## config.mk

```make
export PLATFORM = sky130hd
export DESIGN_NAME = pstls_top
export DESIGN_NICKNAME = d
export VERILOG_FILES = /design/src/pstls_pkg.sv /design/src/pstls_sat.sv /design/src/pstls_top.sv
export VERILOG_INCLUDE_DIRS = /design/src /design/src/src
export SDC_FILE = /design/constraint.sdc
export NUM_CORES = 1
export LEC_CHECK = 0
export ABC_CLOCK_PERIOD_IN_PS = 9040
export BUFFER_PORTS_ARGS = -buffer_cell sky130_fd_sc_hd__buf_4
export CORE_UTILIZATION = 23
export DETAILED_ROUTE_END_ITERATION = 10
export SLEW_MARGIN = 10
export SYNTH_ARGS = -nofsm -noshare
export SYNTH_HDL_FRONTEND = slang
export SYNTH_SLANG_ARGS = --single-unit
```

## constraint.sdc

```tcl
create_clock -name pclk -period 9.04 [get_ports pclk]
set_input_delay 1.808 -clock pclk [delete_from_list [all_inputs] [get_ports pclk]]
set_output_delay 1.808 -clock pclk [all_outputs]
set_load 0.01 [all_outputs]
```

## src/pstls_defs.svh

```systemverilog
`ifndef PSTLS_DEFS_SVH
`define PSTLS_DEFS_SVH

// widths
`define PSTLS_AW 8
`define PSTLS_SW 16
`define PSTLS_TW 9
`define PSTLS_NPRESET 7

// register byte offsets
`define PSTLS_OFF_CTRL 8'h00
`define PSTLS_OFF_PRESET_BASE 8'h04
`define PSTLS_OFF_STEP 8'h04
`define PSTLS_OFF_FWD_INT 8'h20
`define PSTLS_OFF_REV_INT 8'h24
`define PSTLS_OFF_FWD_EXT 8'h28
`define PSTLS_OFF_REV_EXT 8'h2C
`define PSTLS_OFF_MAX_SPD 8'h30
`define PSTLS_OFF_MAX_TRQ 8'h34
`define PSTLS_OFF_STATUS 8'h38

// control and status fields
`define PSTLS_CTRL_DIGIT_MSB 3
`define PSTLS_CTRL_DIR_BIT 4
`define PSTLS_ST_SEL_MSB 2
`define PSTLS_ST_MODE_LSB 4
`define PSTLS_ST_MODE_MSB 6
`define PSTLS_ST_FWD_BIT 8
`define PSTLS_ST_REV_BIT 9

// control-mode digit codes
`define PSTLS_DIGIT_PRESET 4'h3
`define PSTLS_DIGIT_ASPEED 4'h4
`define PSTLS_DIGIT_POSITION 4'h5
`define PSTLS_DIGIT_TORQUE 4'h6

// torque cap slots
`define PSTLS_TC_FWD_INT 2'h0
`define PSTLS_TC_REV_INT 2'h1
`define PSTLS_TC_FWD_EXT 2'h2
`define PSTLS_TC_REV_EXT 2'h3

// setting ranges
`define PSTLS_SPD_LIMIT 16'h1770
`define PSTLS_TRQ_LIMIT 9'h12C

// reset values
`define PSTLS_RST_DIGIT 4'h3
`define PSTLS_RST_PRESET1 16'h0064
`define PSTLS_RST_PRESET2 16'h00C8
`define PSTLS_RST_PRESET3 16'h012C
`define PSTLS_RST_PRESET4 16'hFF9C
`define PSTLS_RST_PRESET5 16'hFF38
`define PSTLS_RST_PRESET6 16'hFED4
`define PSTLS_RST_PRESET7 16'h0000
`define PSTLS_RST_TCAP_INT 9'h12C
`define PSTLS_RST_TCAP_EXT 9'h064
`define PSTLS_RST_MAX_SPD 16'h1770
`define PSTLS_RST_MAX_TRQ 9'h12C

`endif

```

## src/pstls_pkg.sv

```systemverilog
`include "pstls_defs.svh"

package pstls_pkg;

  typedef enum logic [2:0] {
    PSTLS_ZERO,
    PSTLS_PRESET,
    PSTLS_POSITION,
    PSTLS_ASPEED,
    PSTLS_TORQUE,
    PSTLS_OTHER
  } pstls_mode_t;

  typedef struct packed {
    logic boot;
    logic [3:0] mode_digit;
    logic dir_rev;
    logic [`PSTLS_NPRESET-1:0][`PSTLS_SW-1:0] preset;
    logic [3:0][`PSTLS_TW-1:0] tcap;
    logic [`PSTLS_SW-1:0] max_spd;
    logic [`PSTLS_TW-1:0] max_trq;
    logic [31:0] prdata;
    logic [`PSTLS_SW-1:0] spd_ref;
    pstls_mode_t mode;
    logic [`PSTLS_TW-1:0] fwd_lim;
    logic [`PSTLS_TW-1:0] rev_lim;
    logic [`PSTLS_SW-1:0] trq_out;
  } pstls_state_t;

endpackage

```

## src/pstls_sat.sv

```systemverilog
// symmetric-or-not saturation of a signed value to [-neg_lim, +pos_lim]
module pstls_sat #(
  parameter int W = 16,
  parameter int LW = 16
) (
  // value in
  input wire logic signed [W-1:0] val,
  // bounds, magnitudes
  input wire logic [LW-1:0] pos_lim,
  input wire logic [LW-1:0] neg_lim,
  // value out
  output logic signed [W-1:0] res
);
  logic signed [W+1:0] v;
  logic signed [W+1:0] p;
  logic signed [W+1:0] n;

  always_comb begin
    v = (W+2)'(val);
    p = $signed({{(W+2-LW){1'b0}}, pos_lim});
    n = -$signed({{(W+2-LW){1'b0}}, neg_lim});
    if (v > p) begin
      res = p[W-1:0];
    end else if (v < n) begin
      res = n[W-1:0];
    end else begin
      res = val;
    end
  end
endmodule // pstls_sat

```

## src/pstls_top.sv

```systemverilog
// Functional notes
// - seven signed preset speeds, range -6000..6000 rpm, writes act at once
// - presets one to three reset to 100, 200, 300 rpm
// - presets four to six reset to -100, -200, -300 rpm
// - a preset above motor maximum speed is replaced by that maximum
// - mode digit 3: presets by contacts, zero speed when none selected
// - three selects form binary index, msb select on top; 0 is zero speed
// - all select inputs are active low
// - mode digits 4, 5, 6 switch mode when all three selects are off
// - digit 5 with all selects off follows pulse-train position reference
// - forward and reverse internal torque caps, 0..300 percent, applied while the matching limit select is off
// - forward internal torque cap resets to 300 percent
// - a torque cap above motor maximum torque is replaced by that maximum
// - forward and reverse external caps, 0..300 percent, reset to 100
// - forward limit select on picks external forward cap, else internal
// - reverse limit select on picks external reverse cap, else internal
// - direction bit 0 means counter-clockwise is forward
//
// The implementer's own choices: the APB register port and the register addresses.
`include "pstls_defs.svh"

module pstls_top (
  // clock and reset
  input wire logic pclk,
  input wire logic presetn,
  // apb slave
  input wire logic psel,
  input wire logic penable,
  input wire logic pwrite,
  input wire logic [`PSTLS_AW-1:0] paddr,
  input wire logic [31:0] pwdata,
  output logic [31:0] prdata,
  output logic pready,
  output logic pslverr,
  // contact selects
  input wire logic preset_select_msb_n,
  input wire logic fwd_limit_select_n,
  input wire logic rev_limit_select_n,
  // torque path
  input wire logic signed [`PSTLS_SW-1:0] torque_cmd_in,
  output logic signed [`PSTLS_SW-1:0] torque_cmd_out,
  // references and limits
  output logic signed [`PSTLS_SW-1:0] speed_ref,
  output pstls_pkg::pstls_mode_t ctrl_mode,
  output logic [`PSTLS_TW-1:0] fwd_torque_limit,
  output logic [`PSTLS_TW-1:0] rev_torque_limit
);
  pstls_pkg::pstls_state_t q;
  pstls_pkg::pstls_state_t d;

  logic [2:0] sel;
  logic fwd_on;
  logic rev_on;
  logic [2:0] idx;
  logic [3:0] slot;
  logic rhit;
  logic [31:0] rdata;
  logic [31:0] status;
  logic [`PSTLS_TW-1:0] fwd_raw;
  logic [`PSTLS_TW-1:0] rev_raw;
  logic [`PSTLS_TW-1:0] fwd_lim_d;
  logic [`PSTLS_TW-1:0] rev_lim_d;
  logic signed [`PSTLS_SW-1:0] spd_sat;
  logic signed [`PSTLS_SW-1:0] trq_sat;
  logic wr_en;

  // returns {hit, index} for a preset register address
  function automatic logic [3:0] preset_slot(input logic [`PSTLS_AW-1:0] a);
    logic [3:0] r;
    r = 4'h0;
    for (int i = 0; i < `PSTLS_NPRESET; i++) begin
      if (a == `PSTLS_AW'(`PSTLS_OFF_PRESET_BASE + i * `PSTLS_OFF_STEP)) begin
        r = {1'b1, 3'(i)};
      end
    end
    return r;
  endfunction

  // written speeds saturate to the settable range
  function automatic logic [`PSTLS_SW-1:0] wr_speed(input logic [31:0] w);
    logic signed [31:0] lim;
    lim = $signed({16'h0000, `PSTLS_SPD_LIMIT});
    if ($signed(w) > lim) begin
      return `PSTLS_SPD_LIMIT;
    end else if ($signed(w) < -lim) begin
      return `PSTLS_SW'(-lim);
    end
    return w[`PSTLS_SW-1:0];
  endfunction

  function automatic logic [`PSTLS_TW-1:0] wr_torque(input logic [31:0] w);
    if (w > {23'h00_0000, `PSTLS_TRQ_LIMIT}) begin
      return `PSTLS_TRQ_LIMIT;
    end
    return w[`PSTLS_TW-1:0];
  endfunction

  function automatic logic [`PSTLS_TW-1:0] tmin(input logic [`PSTLS_TW-1:0] a,
                                                input logic [`PSTLS_TW-1:0] b);
    return (a > b) ? b : a;
  endfunction

  // contacts are low-true; the reverse limit select is the index lsb
  assign sel = {~preset_select_msb_n, ~fwd_limit_select_n, ~rev_limit_select_n};
  assign fwd_on = ~fwd_limit_select_n;
  assign rev_on = ~rev_limit_select_n;
  assign idx = (sel == 3'h0) ? 3'h0 : 3'(sel - 3'h1);
  assign slot = preset_slot(paddr);
  assign wr_en = psel & penable & pwrite;

  // source selection follows the contacts with no qualification, so the host
  // keeps other functions off these terminals while limits are in use
  assign fwd_raw = fwd_on ? q.tcap[`PSTLS_TC_FWD_EXT] : q.tcap[`PSTLS_TC_FWD_INT];
  assign rev_raw = rev_on ? q.tcap[`PSTLS_TC_REV_EXT] : q.tcap[`PSTLS_TC_REV_INT];
  assign fwd_lim_d = tmin(fwd_raw, q.max_trq);
  assign rev_lim_d = tmin(rev_raw, q.max_trq);

  pstls_sat #(
    .W(`PSTLS_SW),
    .LW(`PSTLS_SW)
  ) u_spd_sat (
    .val(q.preset[idx]),
    .pos_lim(q.max_spd),
    .neg_lim(q.max_spd),
    .res(spd_sat)
  );

  pstls_sat #(
    .W(`PSTLS_SW),
    .LW(`PSTLS_TW)
  ) u_trq_sat (
    .val(torque_cmd_in),
    .pos_lim(fwd_lim_d),
    .neg_lim(rev_lim_d),
    .res(trq_sat)
  );

  always_comb begin
    status = 32'h0000_0000;
    status[`PSTLS_ST_SEL_MSB:0] = sel;
    status[`PSTLS_ST_MODE_MSB:`PSTLS_ST_MODE_LSB] = q.mode;
    status[`PSTLS_ST_FWD_BIT] = fwd_on;
    status[`PSTLS_ST_REV_BIT] = rev_on;
    rhit = 1'b1;
    rdata = 32'h0000_0000;
    case (paddr)
      `PSTLS_OFF_CTRL: rdata = {27'h000_0000, q.dir_rev, q.mode_digit};
      `PSTLS_OFF_FWD_INT: rdata = {23'h00_0000, q.tcap[`PSTLS_TC_FWD_INT]};
      `PSTLS_OFF_REV_INT: rdata = {23'h00_0000, q.tcap[`PSTLS_TC_REV_INT]};
      `PSTLS_OFF_FWD_EXT: rdata = {23'h00_0000, q.tcap[`PSTLS_TC_FWD_EXT]};
      `PSTLS_OFF_REV_EXT: rdata = {23'h00_0000, q.tcap[`PSTLS_TC_REV_EXT]};
      `PSTLS_OFF_MAX_SPD: rdata = {16'h0000, q.max_spd};
      `PSTLS_OFF_MAX_TRQ: rdata = {23'h00_0000, q.max_trq};
      `PSTLS_OFF_STATUS: rdata = status;
      default: begin
        rhit = slot[3];
        if (slot[3]) begin
          rdata = {{16{q.preset[slot[2:0]][`PSTLS_SW-1]}}, q.preset[slot[2:0]]};
        end
      end
    endcase
  end

  always_comb begin
    d = q;
    d.boot = 1'b0;
    // read data is captured in the setup phase so the access phase needs no wait
    if (psel && !penable) begin
      d.prdata = rdata;
    end
    if (wr_en && rhit) begin
      case (paddr)
        `PSTLS_OFF_CTRL: begin
          d.mode_digit = pwdata[`PSTLS_CTRL_DIGIT_MSB:0];
          d.dir_rev = pwdata[`PSTLS_CTRL_DIR_BIT];
        end
        `PSTLS_OFF_FWD_INT: d.tcap[`PSTLS_TC_FWD_INT] = wr_torque(pwdata);
        `PSTLS_OFF_REV_INT: d.tcap[`PSTLS_TC_REV_INT] = wr_torque(pwdata);
        `PSTLS_OFF_FWD_EXT: d.tcap[`PSTLS_TC_FWD_EXT] = wr_torque(pwdata);
        `PSTLS_OFF_REV_EXT: d.tcap[`PSTLS_TC_REV_EXT] = wr_torque(pwdata);
        `PSTLS_OFF_MAX_SPD: d.max_spd = pwdata[`PSTLS_SW-1:0];
        `PSTLS_OFF_MAX_TRQ: d.max_trq = pwdata[`PSTLS_TW-1:0];
        `PSTLS_OFF_STATUS: d.max_trq = q.max_trq;
        default: d.preset[slot[2:0]] = wr_speed(pwdata);
      endcase
    end
    // mode and speed reference
    d.spd_ref = '0;
    case (q.mode_digit)
      `PSTLS_DIGIT_PRESET: d.mode = (sel == 3'h0) ? pstls_pkg::PSTLS_ZERO
                                                  : pstls_pkg::PSTLS_PRESET;
      `PSTLS_DIGIT_ASPEED: d.mode = (sel == 3'h0) ? pstls_pkg::PSTLS_ASPEED
                                                  : pstls_pkg::PSTLS_PRESET;
      `PSTLS_DIGIT_POSITION: d.mode = (sel == 3'h0) ? pstls_pkg::PSTLS_POSITION
                                                    : pstls_pkg::PSTLS_PRESET;
      `PSTLS_DIGIT_TORQUE: d.mode = (sel == 3'h0) ? pstls_pkg::PSTLS_TORQUE
                                                  : pstls_pkg::PSTLS_PRESET;
      default: d.mode = pstls_pkg::PSTLS_OTHER;
    endcase
    if (d.mode == pstls_pkg::PSTLS_PRESET) begin
      // sign flip only when clockwise is declared forward
      d.spd_ref = q.dir_rev ? `PSTLS_SW'(-spd_sat) : spd_sat;
    end
    d.fwd_lim = fwd_lim_d;
    d.rev_lim = rev_lim_d;
    d.trq_out = trq_sat;
  end

  always_ff @(posedge pclk or negedge presetn) begin
    if (!presetn) begin
      q <= '0;
      q.boot <= 1'b1;
      q.mode_digit <= `PSTLS_RST_DIGIT;
      q.preset[0] <= `PSTLS_RST_PRESET1;
      q.preset[1] <= `PSTLS_RST_PRESET2;
      q.preset[2] <= `PSTLS_RST_PRESET3;
      q.preset[3] <= `PSTLS_RST_PRESET4;
      q.preset[4] <= `PSTLS_RST_PRESET5;
      q.preset[5] <= `PSTLS_RST_PRESET6;
      q.preset[6] <= `PSTLS_RST_PRESET7;
      q.tcap[`PSTLS_TC_FWD_INT] <= `PSTLS_RST_TCAP_INT;
      q.tcap[`PSTLS_TC_REV_INT] <= `PSTLS_RST_TCAP_INT;
      q.tcap[`PSTLS_TC_FWD_EXT] <= `PSTLS_RST_TCAP_EXT;
      q.tcap[`PSTLS_TC_REV_EXT] <= `PSTLS_RST_TCAP_EXT;
      q.max_spd <= `PSTLS_RST_MAX_SPD;
      q.max_trq <= `PSTLS_RST_MAX_TRQ;
      q.mode <= pstls_pkg::PSTLS_ZERO;
    end else begin
      q <= d;
    end
  end

  assign prdata = q.prdata;
  assign pready = 1'b1;
  assign pslverr = psel & penable & ~rhit;
  assign speed_ref = q.spd_ref;
  assign ctrl_mode = q.mode;
  assign fwd_torque_limit = q.fwd_lim;
  assign rev_torque_limit = q.rev_lim;
  assign torque_cmd_out = q.trq_out;
endmodule // pstls_top

```

==> impl_metrics.py <==
metrics = {
    "global_route": {
        "grt_antenna_before_repair": 6,
        "grt_pass1_wl_um": 80100,
        "grt_max_degree": 173,
        "grt_usage_pct": 14.6,
        "grt_pass1_vias": 13300,
        "overflow": 0,
    },
    "cts": {
        "cts_hold_buf": 0,
        "cts_tree": "built",
        "cts_buffer_depth": 3,
        "cts_buffers": 27,
        "cts_sinks": 248,
        "path_clk_slew_ps": 60,
        "worst_skew_pair.late_latency_ps": 570,
        "root_buffer": "clkbuf_16",
        "post_cts_buffers": 0,
        "htreeDepth": 1,
        "cts_resized": 0,
    },
    "job": {
        "drv_cap": 0,
    },
    "sta": {
        "setup_violations": 0,
        "worst_pin_slew_ps": 1180,
        "skew_ps": 24.0,
        "setup_slack_ps": 1600,
        "fmax_ghz": 0.134,
        "tns_ps": 0,
        "hold_violations": 0,
        "slew_viol_final": 0,
        "whs_ps": 467,
        "finalCritPeriodShare_pct": 82.3,
        "maxSlewHeadroom_pct": 21.1,
        "period_needed_ps": 7440,
        "rsz0062_at_grt": "no",
    },
    "synthesis": {
        "synth_seq_cells": 248,
        "ys.flop_type": "dfrtp_1",
        "synthTopCellsByArea": "dfrtp_1 28%, dfstp_2 12%, ha_1 6.4%",
        "synth_area_um2": 15900,
        "synthCells": 1736,
        "syn_nets": 1882,
        "ys_seq_area_share_pct": 39.5,
        "synth_cell_types": 89,
        "synth_edf_count": 0,
        "synth_top_area_cell": "dfrtp_1",
        "syn_avg_cell_area_um2": 9.17,
        "ys_warn_count": 0,
        "synth.top_cell.area_share_pct": 27.8,
        "synthArstFlopShare_pct": 100,
    },
    "worst_hold_path": {
        "hold_depth": 2,
        "hp-class": "reg2reg",
    },
    "drt": {
        "avgRoutedWirePerCell_um": 19.5,
        "vias": 13600,
        "postRouteAntennaNets": 0,
        "viasPerCell": 5.03,
        "wl_um": 52800,
        "drt_iter0_drc": 1340,
        "drcViolationCount": 0,
        "drtPass1Iterations": 5,
    },
    "worst_setup_path": {
        "crit_family": "compound AO/OA/AOI/OAI gates",
        "reg2reg_depth": 21,
        "crit_required_ps": 9470,
        "r2r_slack_ps": 2970,
        "slowest_stage": "nor2_2",
        "cp_num_buf_inv": 2,
        "slowest_delay_ps": 600,
        "cp_common_cell": "a21o_1",
        "worstPathMaxFanout": 36,
        "crit_cells": 23,
        "crit_path_start_kind": "input pin",
        "crit_chain": "buf_4 > mux2i_1 > inv_1 > ha_1 > a21o_1 > a21o_1 > a211oi_1 > o21ai_1 > nand2_1 > mux2i_1 > ha_1 > nand2_1 > nor3_1 > ha_1 > a21o_1 > a21o_1 > a21o_1 > a21o_1 > a21oi_1 > o2bb2ai_1 > nor2_2 > a21oi_1 > o21a_1",
        "path_class": "in2reg",
        "endpoint_kind": "flip-flop",
        "critPathArrivalTime_ps": 7870,
    },
    "pwr": {
        "leakagePower_nw": 7.89,
        "powerDensity_nw_per_um2": 161,
        "peakVddDrop_uv": 112,
    },
    "floorplan": {
        "die_h_um": 265,
        "die_x_um": 265,
        "rows": 96,
        "start_util_pct": 23.2,
        "fp.coreArea_um2": 68600,
        "io_pins": 151,
        "die-area_um2": 70300,
    },
    "placement": {
        "place_ws_ps": 1120,
        "place_congestion": 0.880,
        "dp_hpwl_um": 38200,
        "dpl_cell_area_um2": 17300,
        "port_buffers": 149,
    },
    "outcome": {
        "status": "complete, no violations",
    },
    "cells_and_area": {
        "num-nets-final": 1897,
        "final_core_util_pct": 26.6,
        "drive_gt1_share_pct": 22.2,
        "seqCellArea_um2": 6290,
        "multi_input_comb_area_um2": 8380,
        "synthToLayoutAreaGrowth_pct": 14.4,
        "design_area_um2": 18200,
        "nFillCells": 7231,
    },
}
-- layout by cell type, fill, tap and decap left out, drive strengths merged, types with 6 or more instances in the layout --
cell    instances
a41oi           6
nor2b          15
a221oi         12
nand4          26
a31oi          17
o22a            7
mux4            8
nand2b         10
mux2           71
xnor2          27
clkinv          6
dfrtp         177
o211ai         22
a211oi          7
buf           166
nand2         251
a22oi           9
mux2i          48
o21ai         184
o21a           15
and2            6
o22ai          30
and3           10
a21o           20
nand3          21
nor4           13
ha             82
o31ai           9
inv            64
nor3           46
a22o            6
dfstp          71
clkbuf         41
a21oi          75
o221ai          6
or3            10
nor2          103
-- registers in the layout, indices dropped and copies added, names as in the netlist --
signal	cells
rev_torque_limit	9
speed_ref	16
fwd_torque_limit	9
prdata	17
q	178
ctrl_mode	3
torque_cmd_out	16
-- synthesized netlist by cell type (all sizes together) (12+ instances only) --
cell / n
nand2: 251
nand4: 26
o22ai: 30
ha: 82
nor2b: 15
a21oi: 75
dfstp: 71
inv: 63
mux2i: 48
a221oi: 12
o21ai: 184
xnor2: 27
o211ai: 22
a21o: 20
mux2: 71
dfrtp: 177
nor2: 103
clkbuf: 68
nor3: 46
a31oi: 17
buf: 112
o21a: 15
nor4: 13
nand3: 21
-- final cells by class --
class,count,area share (%)
repair buffers,166,6.95
flip-flops and latches,248,34.6
multi-input cells,1245,46.0
diodes,1,0.0137
inverters,63,1.30
clock inverters,9,0.316
clock buffers,41,4.44
well taps,931,6.40
-- path summary, 6_finish.rpt --
kind,from,endpoint
min in group asynchronous,presetn,torque_cmd_out[8]
worst min register to register,q[241],q[241]
worst max register to register,q[87],torque_cmd_out[9]
worst max-delay path,rev_limit_select_n,torque_cmd_out[9]
max in group asynchronous,presetn,q[109]
worst min-delay path,q[241],q[241]
-- kinds of logic (layout without fill, tap and decap cells) --
group                      after synthesis  in the layout  synth area share (%)
other                                    1              2                0.0236
and+or+nand+nor                        534            534                  15.5
buffers and inverters                  243            279                  8.09
adders and majority gates               82             82                  6.45
AOI/OAI and AO/OA                      471            471                  19.5
muxes                                  127            127                  9.20
xor gates and xnor gates                30             30                  1.65
DFF                                    248            248                  39.5
-- worst register-to-register path, cell delays in order (launching register included) --
cell and delay (ps):
dfstp_2 680, inv_1 120, ha_1 340, a21o_1 170, a21o_1 170, a211oi_1 320, o21ai_1 180, nand2_1 490
mux2i_1 390, ha_1 240, nand2_1 120, nor3_1 260, ha_1 310, a21o_1 170, a21o_1 170, a21o_1 170
a21o_1 170, a21oi_1 230, o2bb2ai_1 220, nor2_2 600, a21oi_1 260, o21a_1 170
-- metal layers --
| layer | global-route usage, % | up-vias | routed length (um) |
|---|---|---|---|
| li1 | - | 6210 | - |
| met1 | 19.6 | 6706 | 22800 |
| met2 | 23.8 | 571 | 24300 |
| met3 | 3.17 | 92 | 4540 |
| met4 | 3.52 | 10 | 1090 |
| met5 | 0 | - | 64 |
-- per-stage QoR --
step | total power, mW | instances
floorplan | 1.68 | 1736
global placement | 1.85 | 2653
detailed placement | 1.87 | 2653
CTS | 2.96 | 2703
global route | 3.07 | 2703
finish | 2.93 | 2704
-- power by group --
part / leakage [nW] / total [mW] / switching (mW) / internal (mW)
logic: 4.31 / 0.674 / 0.404 / 0.270
clock network: 0.426 / 1.08 / 0.468 / 0.616
registers: 3.15 / 1.18 / 0.0260 / 1.15
total: 7.89 / 2.93 / 0.898 / 2.04
(Power assumes the default switching activity.)
